<file path="config.mk">
export PLATFORM = sky130hd
export DESIGN_NAME = glitchless_clock_switch
export DESIGN_NICKNAME = d
export VERILOG_FILES = /design/src/inc/clock_switch_pkg.sv /design/src/rtl/edge_seq.sv /design/src/rtl/reg_port.sv /design/src/rtl/glitchless_clock_switch.sv
export SDC_FILE = /design/constraint.sdc
export NUM_CORES = 1
export LEC_CHECK = 0
export ABC_AREA = 0
export BUFFER_PORTS_ARGS = -buffer_cell sky130_fd_sc_hd__buf_2
export CAP_MARGIN = 20
export CORE_MARGIN = 10
export CORE_UTILIZATION = 38
export CTS_CLUSTER_SIZE = 25
export DETAILED_ROUTE_END_ITERATION = 10
export PLACE_DENSITY_LB_ADDON = 0.25
export SLEW_MARGIN = 5
export SYNTH_ARGS = -nofsm -noshare
export SYNTH_HDL_FRONTEND = slang
export SYNTH_SLANG_ARGS = --single-unit
</file>
<file path="constraint.sdc">
create_clock -name clk_in -period 1.7 [get_ports clk_in]
set_input_delay 0.17 -clock clk_in [delete_from_list [all_inputs] [get_ports clk_in]]
set_output_delay 0.17 -clock clk_in [all_outputs]
set_load 0.005 [all_outputs]
</file>
<file path="src/inc/clock_switch_pkg.sv">
/*
 * shared constants, types and register map of the two-source clock switch.
 * assumes a single system clock that oversamples both clock sources.
 */
package clock_switch_pkg;

    // ************************************************************
    // register port
    // ************************************************************
    localparam int ADDR_W = 8;
    localparam int DATA_W = 32;
    localparam logic [ADDR_W-1:0] OFF_MODE = 8'h00;
    localparam logic [ADDR_W-1:0] OFF_STATUS = 8'h04;
    localparam logic [DATA_W-1:0] DATA_ZERO = 32'h0000_0000;

    // ************************************************************
    // output mode setting
    // ************************************************************
    localparam int MODE_W = 4;
    localparam int MODE_LSB = 0;
    typedef enum logic [3:0] {
        MODE_BUF_FIRST = 4'h0,
        MODE_BUF_SECOND = 4'h1,
        MODE_RISING = 4'h2,
        MODE_FALLING = 4'h3,
        MODE_SECOND_GATE_LOW = 4'h4,
        MODE_SECOND_GATE_HIGH = 4'h5,
        MODE_FIRST_GATE_LOW = 4'h6,
        MODE_FIRST_GATE_HIGH = 4'h7,
        MODE_CONST_HIGH = 4'h8,
        MODE_CONST_LOW = 4'h9
    } output_mode_setting_t;
    localparam output_mode_setting_t MODE_RESET = MODE_BUF_FIRST;

    // ************************************************************
    // handover state and status layout
    // ************************************************************
    typedef enum logic [1:0] {
        ST_RUN = 2'b00,
        ST_DROP = 2'b01,
        ST_WAKE = 2'b10
    } handover_state_t;
    localparam int STATUS_W = 5;
    localparam int STAT_ACTIVE_BIT = 0;
    localparam int STAT_STATE_LSB = 1;
    localparam int STAT_BYPASS_BIT = 3;
    localparam int STAT_SEL_BIT = 4;

    typedef struct packed {
        logic sel;
        logic bypass;
        handover_state_t state;
        logic active;
    } status_t;

    typedef struct packed {
        logic [ADDR_W-1:0] addr;
        logic [DATA_W-1:0] wdata;
        logic wr;
        logic rd;
    } reg_req_t;

    localparam int NUM_SRC = 2;

endpackage

</file>
<file path="src/rtl/edge_seq.sv">
/*
 * watches one sampled clock source for an ordered pair of edges.
 * assumes level and previous level come from consecutive samples.
 */
`timescale 1ns/100ps
module edge_seq
    import clock_switch_pkg::*;
(
    input wire logic clk_in,
    input wire logic rstn_in,
    input wire logic arm_in,
    input wire logic rise_first_in,
    input wire logic level_in,
    input wire logic prev_in,
    output logic done_out
);

    // ************************************************************
    // edge decode
    // ************************************************************
    logic got_first_r;
    wire rise_w = level_in & ~prev_in;
    wire fall_w = ~level_in & prev_in;
    wire first_w = rise_first_in ? rise_w : fall_w;
    wire second_w = rise_first_in ? fall_w : rise_w;

    // ************************************************************
    // first edge memory
    // ************************************************************
    always_ff @(posedge clk_in or negedge rstn_in) begin
        if (!rstn_in) begin
            got_first_r <= 1'h0;
        end else if (!arm_in) begin
            got_first_r <= 1'h0;
        end else if (first_w) begin
            got_first_r <= 1'h1;
        end
    end

    assign done_out = arm_in & got_first_r & second_w;

endmodule

</file>
<file path="src/rtl/reg_port.sv">
/*
 * register slave: mode setting and read-only status.
 * assumes one-cycle strobes; read data valid only in the cycle after.
 */
`timescale 1ns/100ps
module reg_port
    import clock_switch_pkg::*;
(
    input wire logic clk_in,
    input wire logic rstn_in,
    input wire reg_req_t req_in,
    input wire status_t status_in,
    output output_mode_setting_t mode_out,
    output logic [DATA_W-1:0] rdata_out
);

    // ************************************************************
    // address decode
    // ************************************************************
    output_mode_setting_t mode_r;
    logic [DATA_W-1:0] rdata_r;
    wire hit_mode_w = (req_in.addr == OFF_MODE);
    wire hit_status_w = (req_in.addr == OFF_STATUS);
    wire [DATA_W-1:0] mode_word_w = {{(DATA_W-MODE_W){1'h0}}, mode_r};
    wire [DATA_W-1:0] status_word_w = {{(DATA_W-STATUS_W){1'h0}}, status_in};
    wire [DATA_W-1:0] read_word_w = hit_mode_w ? mode_word_w :
                                    hit_status_w ? status_word_w : DATA_ZERO;

    // ************************************************************
    // storage
    // ************************************************************
    always_ff @(posedge clk_in or negedge rstn_in) begin
        if (!rstn_in) begin
            mode_r <= MODE_RESET;
        end else if (req_in.wr && hit_mode_w) begin
            mode_r <= output_mode_setting_t'(req_in.wdata[MODE_LSB +: MODE_W]);
        end
    end

    always_ff @(posedge clk_in or negedge rstn_in) begin
        if (!rstn_in) begin
            rdata_r <= DATA_ZERO;
        end else begin
            rdata_r <= req_in.rd ? read_word_w : DATA_ZERO;
        end
    end

    assign mode_out = mode_r;
    assign rdata_out = rdata_r;

endmodule

</file>
<file path="src/rtl/glitchless_clock_switch.sv">
/*
 * two-source clock switch with glitch-free rising or falling handover,
 * fixed and gated output modes, and an immediate bypass.
 * assumes both sources are oversampled by clk_in; select and bypass
 * come from core logic synchronous to clk_in.
 */
// Overview of operation
// - route one of two clocks, runtime select
// - glitch-free handover only with bypass low
// - bypass may change anytime, followed dynamically
// - bypass switches immediately; select picks source
// - rising mode: rise-fall current, rise-fall target
// - rising mode holds output low between
// - falling mode: fall-rise current, fall-rise target
// - falling mode holds output high between
// - handover modes: select 0 first, 1 second
// - default mode buffers first clock, reset value
// - buffer-second mode ignores select
// - second gate low: 0 or second clock
// - second gate high: 1 or second clock
// - first gate low: first clock or 0
// - first gate high: first clock or 1
// - constant high and constant low modes
// - reset keeps output quiet until release
`timescale 1ns/100ps
module glitchless_clock_switch
    import clock_switch_pkg::*;
(
    input wire logic clk_in,
    input wire logic rstn_in,
    input wire logic first_clock_in,
    input wire logic second_clock_in,
    input wire logic select_in,
    input wire logic bypass_select_in,
    input wire logic [ADDR_W-1:0] reg_addr_in,
    input wire logic [DATA_W-1:0] reg_wdata_in,
    input wire logic reg_wr_in,
    input wire logic reg_rd_in,
    output logic [DATA_W-1:0] reg_rdata_out,
    output logic switched_clock_out
);

    // ************************************************************
    // declarations
    // ************************************************************
    logic [NUM_SRC-1:0] src_smp_r;
    logic [NUM_SRC-1:0] src_prev_r;
    logic sel_r;
    logic bypass_r;
    logic cur_r;
    logic cur_nxt;
    logic out_r;
    logic out_nxt;
    handover_state_t state_r;
    handover_state_t state_nxt;
    output_mode_setting_t mode_w;
    status_t status_w;
    reg_req_t req_w;
    logic [NUM_SRC-1:0] arm_w;
    logic [NUM_SRC-1:0] done_w;

    // ************************************************************
    // register port
    // ************************************************************
    assign req_w.addr = reg_addr_in;
    assign req_w.wdata = reg_wdata_in;
    assign req_w.wr = reg_wr_in;
    assign req_w.rd = reg_rd_in;

    assign status_w.sel = sel_r;
    assign status_w.bypass = bypass_r;
    assign status_w.state = state_r;
    assign status_w.active = cur_r;

    reg_port u_regs (
        .clk_in(clk_in),
        .rstn_in(rstn_in),
        .req_in(req_w),
        .status_in(status_w),
        .mode_out(mode_w),
        .rdata_out(reg_rdata_out)
    );

    // ************************************************************
    // input sampling
    // ************************************************************
    // bypass followed live
    always_ff @(posedge clk_in or negedge rstn_in) begin
        if (!rstn_in) begin
            src_smp_r <= 2'h0;
            src_prev_r <= 2'h0;
            sel_r <= 1'h0;
            bypass_r <= 1'h0;
        end else begin
            src_smp_r <= {second_clock_in, first_clock_in};
            src_prev_r <= src_smp_r;
            sel_r <= select_in;
            bypass_r <= bypass_select_in;
        end
    end

    // ************************************************************
    // mode decode
    // ************************************************************
    wire is_hand_mode_w = (mode_w == MODE_RISING) || (mode_w == MODE_FALLING);
    wire hand_w = is_hand_mode_w && !bypass_r;
    wire rise_first_w = (mode_w == MODE_RISING);
    wire hold_level_w = (mode_w == MODE_FALLING);
    wire first_w = src_smp_r[0];
    wire second_w = src_smp_r[1];
    wire sel_pick_w = sel_r ? second_w : first_w;
    wire cur_pick_w = cur_r ? second_w : first_w;
    wire drop_done_w = done_w[cur_r];
    wire wake_done_w = done_w[~cur_r];

    // ************************************************************
    // per-source edge watchers
    // ************************************************************
    genvar gi;
    generate
        for (gi = 0; gi < NUM_SRC; gi++) begin : g_src
            // ordered edges on current then target
            assign arm_w[gi] = hand_w &&
                ((state_r == ST_DROP && cur_r == 1'(gi)) ||
                 (state_r == ST_WAKE && cur_r != 1'(gi)));
            edge_seq u_seq (
                .clk_in(clk_in),
                .rstn_in(rstn_in),
                .arm_in(arm_w[gi]),
                .rise_first_in(rise_first_w),
                .level_in(src_smp_r[gi]),
                .prev_in(src_prev_r[gi]),
                .done_out(done_w[gi])
            );
        end
    endgenerate

    // ************************************************************
    // handover state machine
    // ************************************************************
    always_comb begin
        state_nxt = state_r;
        cur_nxt = cur_r;
        if (!hand_w) begin
            // bypass and fixed modes track select at once
            state_nxt = ST_RUN;
            cur_nxt = sel_r;
        end else begin
            case (state_r)
                ST_RUN: begin
                    if (sel_r != cur_r) begin
                        state_nxt = ST_DROP;
                    end
                end
                ST_DROP: begin
                    if (drop_done_w) begin
                        state_nxt = ST_WAKE;
                    end
                end
                ST_WAKE: begin
                    if (wake_done_w) begin
                        state_nxt = ST_RUN;
                        cur_nxt = ~cur_r;
                    end
                end
                default: begin
                    state_nxt = ST_RUN;
                end
            endcase
        end
    end

    always_ff @(posedge clk_in or negedge rstn_in) begin
        if (!rstn_in) begin
            state_r <= ST_RUN;
            cur_r <= 1'h0;
        end else begin
            state_r <= state_nxt;
            cur_r <= cur_nxt;
        end
    end

    // ************************************************************
    // output selection
    // ************************************************************
    always_comb begin
        case (mode_w)
            MODE_BUF_FIRST: out_nxt = first_w;
            MODE_BUF_SECOND: out_nxt = second_w;
            MODE_RISING, MODE_FALLING: begin
                if (bypass_r) begin
                    out_nxt = sel_pick_w;
                end else if (state_r == ST_WAKE) begin
                    out_nxt = hold_level_w;
                end else begin
                    out_nxt = cur_pick_w;
                end
            end
            MODE_SECOND_GATE_LOW: out_nxt = sel_r ? second_w : 1'h0;
            MODE_SECOND_GATE_HIGH: out_nxt = sel_r ? second_w : 1'h1;
            MODE_FIRST_GATE_LOW: out_nxt = sel_r ? 1'h0 : first_w;
            MODE_FIRST_GATE_HIGH: out_nxt = sel_r ? 1'h1 : first_w;
            MODE_CONST_HIGH: out_nxt = 1'h1;
            MODE_CONST_LOW: out_nxt = 1'h0;
            default: out_nxt = 1'h0;
        endcase
    end

    always_ff @(posedge clk_in or negedge rstn_in) begin
        if (!rstn_in) begin
            out_r <= 1'h0;
        end else begin
            out_r <= out_nxt;
        end
    end

    assign switched_clock_out = out_r;
endmodule

</file>
==> impl_metrics.toml, run 1 <==
[outcome]
status = "finished, violations left"
failed_checks = "setup timing"

[cells_and_area]
final_layout_size_suffix_gt1_share_pct = 30.72
final_net_count = 215
synth_to_layout_area_growth_pct = 16.42
post-route-util_pct = 45.28
num_antenna_cells = 0

[min_path]
hold_class = "in -> reg"
min_delay_worst_endpoint = "u_regs.mode_out[3]$_DFFE_PN0P_"
hp-start = "reg_wdata_in[3]"
whs_path_depth = 2

[setup_path]
cp_top_family = "multiplexers"
worst-r2r-setup-slack_ns = -0.11
cp_cell_sequence = "or4b_4 > mux2_4 > mux2_4 > a21oi_2"
r2r-start = "u_regs.mode_out[3]$_DFFE_PN0P_"
timing.critical_path.mode_cell = "mux2_4"
critical_path.startpoint_type = "register"
timing.critical_path.to_type = "register"
slowest_delay_ns = 0.59
worstPathMaxFanout = 4
r2r-end = "state_r[1]$_DFFE_PN0P_"
worst_path_max_delay_cell = "or4b_4"
cp.buffers_inverters = 0
timing.critical_path.arrival_ns = 2.04
crit_type = "reg -> reg"
required_ns = 1.93
reg2regPathDepth = 4

[sta]
finalCritPeriodShare_pct = 106.3
grt_setup_unrepaired = "yes"
fin_skew_ns = 0.001369
final-max-slew-violation-count = 0
final_hold_viol_count = 0
totalNegativeSetupSlack_ns = -0.1076
fmax_mhz = 553.2
setup_viol = 1
layout_setup_ws_ns = -0.1076
layout_min_cycle_time_ns = 1.808

[power]
total_switching_power_w = 0.0002257
power_frac_comb_pct = 15.4
clockPowerShare_pct = 25.4
power-per-cell-area_nw_per_um2 = 602.4
intPower_w = 0.0006772
vdd.ir_drop.worst_uv = 321.0
power.share.switching_pct = 25.00
p_seq_share_pct = 59.2
static_leak_nw = 0.7312

[clock_network]
clockBufferDepth = 2
cts.sinks = 21
cts_root_buf = "clkbuf_4"
cts_tree = "done"
cts.reportedPaths.clkPinSlew_ns = 0.11
worstSkewPairLatency_ns = 0.29
cts_htree_levels = 1
cts-buffers-inserted = 3

[global_routing]
antenna_violations_before_repair = 0
grt_overflow = 0
grt_max_degree = 22
grt_first_pass_wirelength_um = 4540
vias_in_the_first_global_route = 1003
global_route.usage.total_pct = 8.786

[yosys]
yosys.cell_types.count = 34
synth_sequential_area_ratio_pct = 40.82
synth_cells = 128
syn_avg_cell_area_um2 = 10.06
ys_warn_count = 0
yosysMostFrequentCell = "buf_4"
postSynth.topFlopCell = "dfrtp_1"
yosys.area.top_type = "dfrtp_1"
post_synth_instance_area_um2 = 1287
synth_top_area_share_pct = 40.82
total_of_flip_flops_plus_latches_after_synthesis = 21
post_synth_most_frequent_cells = "buf_4 (27), dfrtp_1 (21), nor2_1 (12)"
synth_async_sr_flop_share_pct = 100.0
synth_edf_count = 0
netlist_top_cells_area = "dfrtp_1 (41%), buf_4 (16%), mux2i_1 (7.0%)"

[job]
drv.max_cap_violation_count = 0

[die]
core-area_um2 = 3311
floorplan.die_area_um2 = 6116
rows = 21
fp.dieW_um = 78.21
floorplan.die.height_um = 78.21
initial_utilization_pct = 38.89
pin_count = 81

[detailed_routing]
wire_per_inst_um = 12.66
drt_pre_antenna_iters = 4
route.detailed.drc = 0
drt_wl_total_um = 2683
ant_nets = 0
routed_via_density = 4.377
via_count = 928
drtIter0Drc = 28

[place]
place_hpwl_um = 2178
buffer_ports.inserted = 25
place_congestion = 0.8465
## cells by family (layout without fill, tap and decap cells)
group / Yosys count / after routing / synth area share (%)
AO/OA/AOI/OAI: 13 / 13 / 7.873
buffers and inverters: 35 / 47 / 19.24
multiplexers: 15 / 15 / 12.83
flip-flops: 21 / 21 / 40.82
other: 1 / 27 / 0.2913
AND/OR/NAND/NOR: 42 / 42 / 18.27
XOR/XNOR: 1 / 1 / 0.6804
## sequential cells by signal (all words and copies together), names as in the netlist
signal                   cells
u_regs.mode_out              4
cur_r                        1
switched_clock_out           1
g_src.u_seq.got_first_r      2
bypass_r                     1
src_prev_r                   2
src_smp_r                    2
u_regs.rdata_out             5
state_r                      2
sel_r                        1
## cell type report
type	count	area (um2)
inverters	2	7.507
flip-flops and latches	21	525.5
repair buffers	41	257.7
well taps	46	57.56
multi-input cells	98	624.3
clock buffers	4	26.28
fillers	342	1812
## how the worst max path moves through the flow
stage / start / endpoint / slack [ns] / depth (start not counted)
2_1_floorplan: u_regs.mode_out[2]$_DFFE_PN0P_ / state_r[1]$_DFFE_PN0P_ / -0.17 / 5
3_3_place_gp: u_regs.mode_out[2]$_DFFE_PN0P_ / state_r[1]$_DFFE_PN0P_ / -0.08 / 4
3_5_place_dp: u_regs.mode_out[2]$_DFFE_PN0P_ / state_r[1]$_DFFE_PN0P_ / -0.11 / 4
4_1_cts: u_regs.mode_out[3]$_DFFE_PN0P_ / state_r[1]$_DFFE_PN0P_ / -0.10 / 4
5_1_grt: u_regs.mode_out[3]$_DFFE_PN0P_ / state_r[1]$_DFFE_PN0P_ / -0.14 / 4
6_report: u_regs.mode_out[3]$_DFFE_PN0P_ / state_r[1]$_DFFE_PN0P_ / -0.11 / 4
## per-stage QoR
| step | worst slack [ns] | cell area, um2 | total power (W) | instances | hold WS, ns |
|---|---|---|---|---|---|
| 3_5_place_dp | -0.1083 | 1403 | 0.0006682 | 202 | 0.1512 |
| 6_report | -0.1076 | 1499 | 0.0009029 | 212 | 0.1015 |
| 2_1_floorplan | -0.1681 | 1385 | 0.0006614 | 154 | -0.1256 |
| 3_3_place_gp | -0.07647 | 1403 | 0.0006641 | 202 | 0.1440 |
| 5_1_grt | -0.1360 | 1499 | 0.0009670 | 212 | 0.08667 |
| 4_1_cts | -0.1046 | 1493 | 0.0009173 | 212 | 0.09232 |
## worst register-to-register path, cell delays in order, from the launching register on
cell and delay [ns]:
dfrtp_1 0.39, or4b_4 0.59, mux2_4 0.35, mux2_4 0.30
a21oi_2 0.11
## routing by layer
layer	vias to the layer above	GRT usage [%]	part of all wire, %
met5	-	0	0
met4	0	3.943	0.63
met3	2	2.847	6.1
met2	23	15.71	53
met1	440	9.158	41
li1	463	-	-
## power by group through the flow
stage | logic, W | clock network, W | registers (W)
after floorplan | 0.000124 | 0 | 0.000538
final | 0.000139 | 0.000229 | 0.000534
after CTS | 0.000137 | 0.000246 | 0.000534
after global routing | 0.000159 | 0.000270 | 0.000538
after detailed placement | 0.000125 | 0 | 0.000544
after global placement | 0.000121 | 0 | 0.000543
## placed cells by master, fill, tap and decap left out, drive strengths merged, types with 2 or more instances in the layout
cell	netlist	layout
nor2	12	12
nand3b	5	5
dfrtp	21	21
inv	2	2
mux2	6	6
conb	1	27
nor2b	6	6
o21ai	2	2
clkbuf	4	4
nor3	4	4
a21oi	2	2
nor3b	2	2
mux2i	9	9
dlygate4sd3	0	5
a221oi	2	2
buf	29	36
nand2	6	6
## timing repair
action                     in CTS  in global routing
hold buffers                    5                  0
gates cloned                    0                  0
setup endpoints to repair       3                  4
pin swaps                       2                  0
gates resized for setup         1                  2
setup buffers                   1                  0
hold endpoints to repair       25                  0
(Power assumes the default switching activity.)
==> inputs of run 2 (changes only) <==
--- a/config.mk
+++ b/config.mk
@@ -17,3 +17,4 @@
 export SYNTH_ARGS = -nofsm -noshare
 export SYNTH_HDL_FRONTEND = slang
 export SYNTH_SLANG_ARGS = --single-unit
+export TNS_END_PERCENT = 1
==> impl_metrics.toml, run 2 (synthesized netlist as in run 1, its figures left out) <==
[outcome]
status = "finished, violations left"
failed_checks = "setup timing"

[global_routing]
vias_in_the_first_global_route = 1040
grt_first_pass_wirelength_um = 4809
antenna_violations_before_repair = 0
grt_max_degree = 22
global_route.usage.total_pct = 9.236
grt_overflow = 0

[sta]
layout_setup_ws_ns = -0.09911
layout_min_cycle_time_ns = 1.799
finalCritPeriodShare_pct = 105.8
setup_viol = 2
final_hold_viol_count = 0
final-max-slew-violation-count = 0
fin_worst_hold_slack_ns = 0.09331
fin_skew_ns = 0.003252
grt_setup_unrepaired = "yes"
fmax_mhz = 555.8

[die]
rows = 21
core-area_um2 = 3311
initial_utilization_pct = 38.89
floorplan.die.height_um = 78.21
floorplan.die_area_um2 = 6116
fp.dieW_um = 78.21
pin_count = 81

[detailed_routing]
via_count = 948
wire_per_inst_um = 12.74
routed_via_density = 4.493
ant_nets = 0
drt_pre_antenna_iters = 4
drtIter0Drc = 24
route.detailed.drc = 0
drt_wl_total_um = 2688

[cells_and_area]
final_common_cell = "conb_1"
final_net_count = 214
layout.cells.most_common_list = "conb_1 (27), buf_2 (25), dfrtp_1 (21)"
flip_flop_count_of_the_largest_register_all_copies_and_words_added = 5
synth_to_layout_area_growth_pct = 15.16
final_layout_size_suffix_gt1_share_pct = 29.09
num_antenna_cells = 0

[setup_path]
worst-r2r-setup-slack_ns = -0.1
timing.critical_path.arrival_ns = 2.03
timing.critical_path.to_type = "register"
worstPathMaxFanout = 3
crit_type = "reg -> reg"
critical_path.startpoint_type = "register"
required_ns = 1.93

[power]
post-layout-total-power_w = 0.0009072
static_leak_nw = 0.7252
power-per-cell-area_nw_per_um2 = 611.9
vdd.ir_drop.worst_uv = 405.6

[job]
drv.max_cap_violation_count = 0

[clock_network]
clockBufferDepth = 2
cts_htree_levels = 1
cts.sinks = 21
cts_tree = "done"
cts_root_buf = "clkbuf_4"
cts.reportedPaths.clkPinSlew_ns = 0.12
cts-buffers-inserted = 3
worstSkewPairLatency_ns = 0.29

[min_path]
hold_class = "in -> reg"

[place]
place_hpwl_um = 2118
place_congestion = 0.8293
buffer_ports.inserted = 25
run 2: changes by cell type in the layout (fill, tap and decap cells not counted):
cell and delta:
a221oi_1 +1, a221oi_2 -1, buf_4 -1, nor2_1 +1
nor2_2 -1
run 2: routing by layer:
metal | up-vias | GRT usage, % | routed length [um]
met1 | 456 | 10.58 | 1101
met4 | 0 | 3.405 | 17
met3 | 2 | 2.961 | 188
met2 | 29 | 15.71 | 1380
met5 | - | 0 | 0
li1 | 461 | - | -
run 2: cell type report:
class | instances | area (um2)
fillers | 359 | 1828
multi-input cells | 98 | 615.6
flip-flops and latches | 21 | 525.5
repair buffers | 40 | 250.2
well taps | 46 | 57.56
clock buffers | 4 | 26.28
inverters | 2 | 7.507
run 2: path summary, 6_finish.rpt:
| path | from | endpoint | cells past startpoint |
|---|---|---|---|
| min in group asynchronous | rstn_in | state_r[0]$_DFFE_PN0P_ | 2 |
| worst min-delay path | reg_wdata_in[0] | u_regs.mode_out[0]$_DFFE_PN0P_ | 2 |
| worst max-delay path | u_regs.mode_out[0]$_DFFE_PN0P_ | state_r[1]$_DFFE_PN0P_ | 4 |
| max in group asynchronous | rstn_in | switched_clock_out$_DFF_PN0_ | 2 |
| worst min register to register | src_smp_r[1]$_DFF_PN0_ | src_prev_r[1]$_DFF_PN0_ | 0 |
| worst max register to register | u_regs.mode_out[0]$_DFFE_PN0P_ | state_r[1]$_DFFE_PN0P_ | 4 |
run 2: what timing repair did:
item | CTS | global route
gates resized for setup | 0 | 1
hold buffers | 5 | 0
endpoints found under the setup margin | 2 | 5
pin swaps | 1 | 1
endpoints found under the hold margin | 25 | 0
setup buffers | 1 | 0
run 2: metrics by stage:
stage / instance area (um2) / cells / utilization [%] / TNS, ns / setup slack (ns)
after CTS: 1479 / 211 / 44.67 / -0.1843 / -0.09680
final: 1483 / 211 / 44.78 / -0.1415 / -0.09911
after global placement: 1395 / 201 / 42.14 / -0.07552 / -0.06617
after detailed placement: 1395 / 201 / 42.14 / -0.1181 / -0.07916
after global routing: 1483 / 211 / 44.78 / -0.2939 / -0.1290
after floorplan: 1385 / 154 / - / -0.2728 / -0.1681
run 2: worst max-delay path, stage by stage (launching register included):
cell and delay (ns):
dfrtp_1 0.40, or4b_4 0.59, mux2_4 0.34, mux2_4 0.30, a21oi_2 0.11
run 2: power breakdown:
group / internal [W] / switching, W / leakage [nW] / total, W
Clock: 0.0000912 / 0.000146 / 0.0150 / 0.000237
Sequential: 0.000516 / 0.0000177 / 0.273 / 0.000533
Combinational: 0.0000692 / 0.0000678 / 0.437 / 0.000137
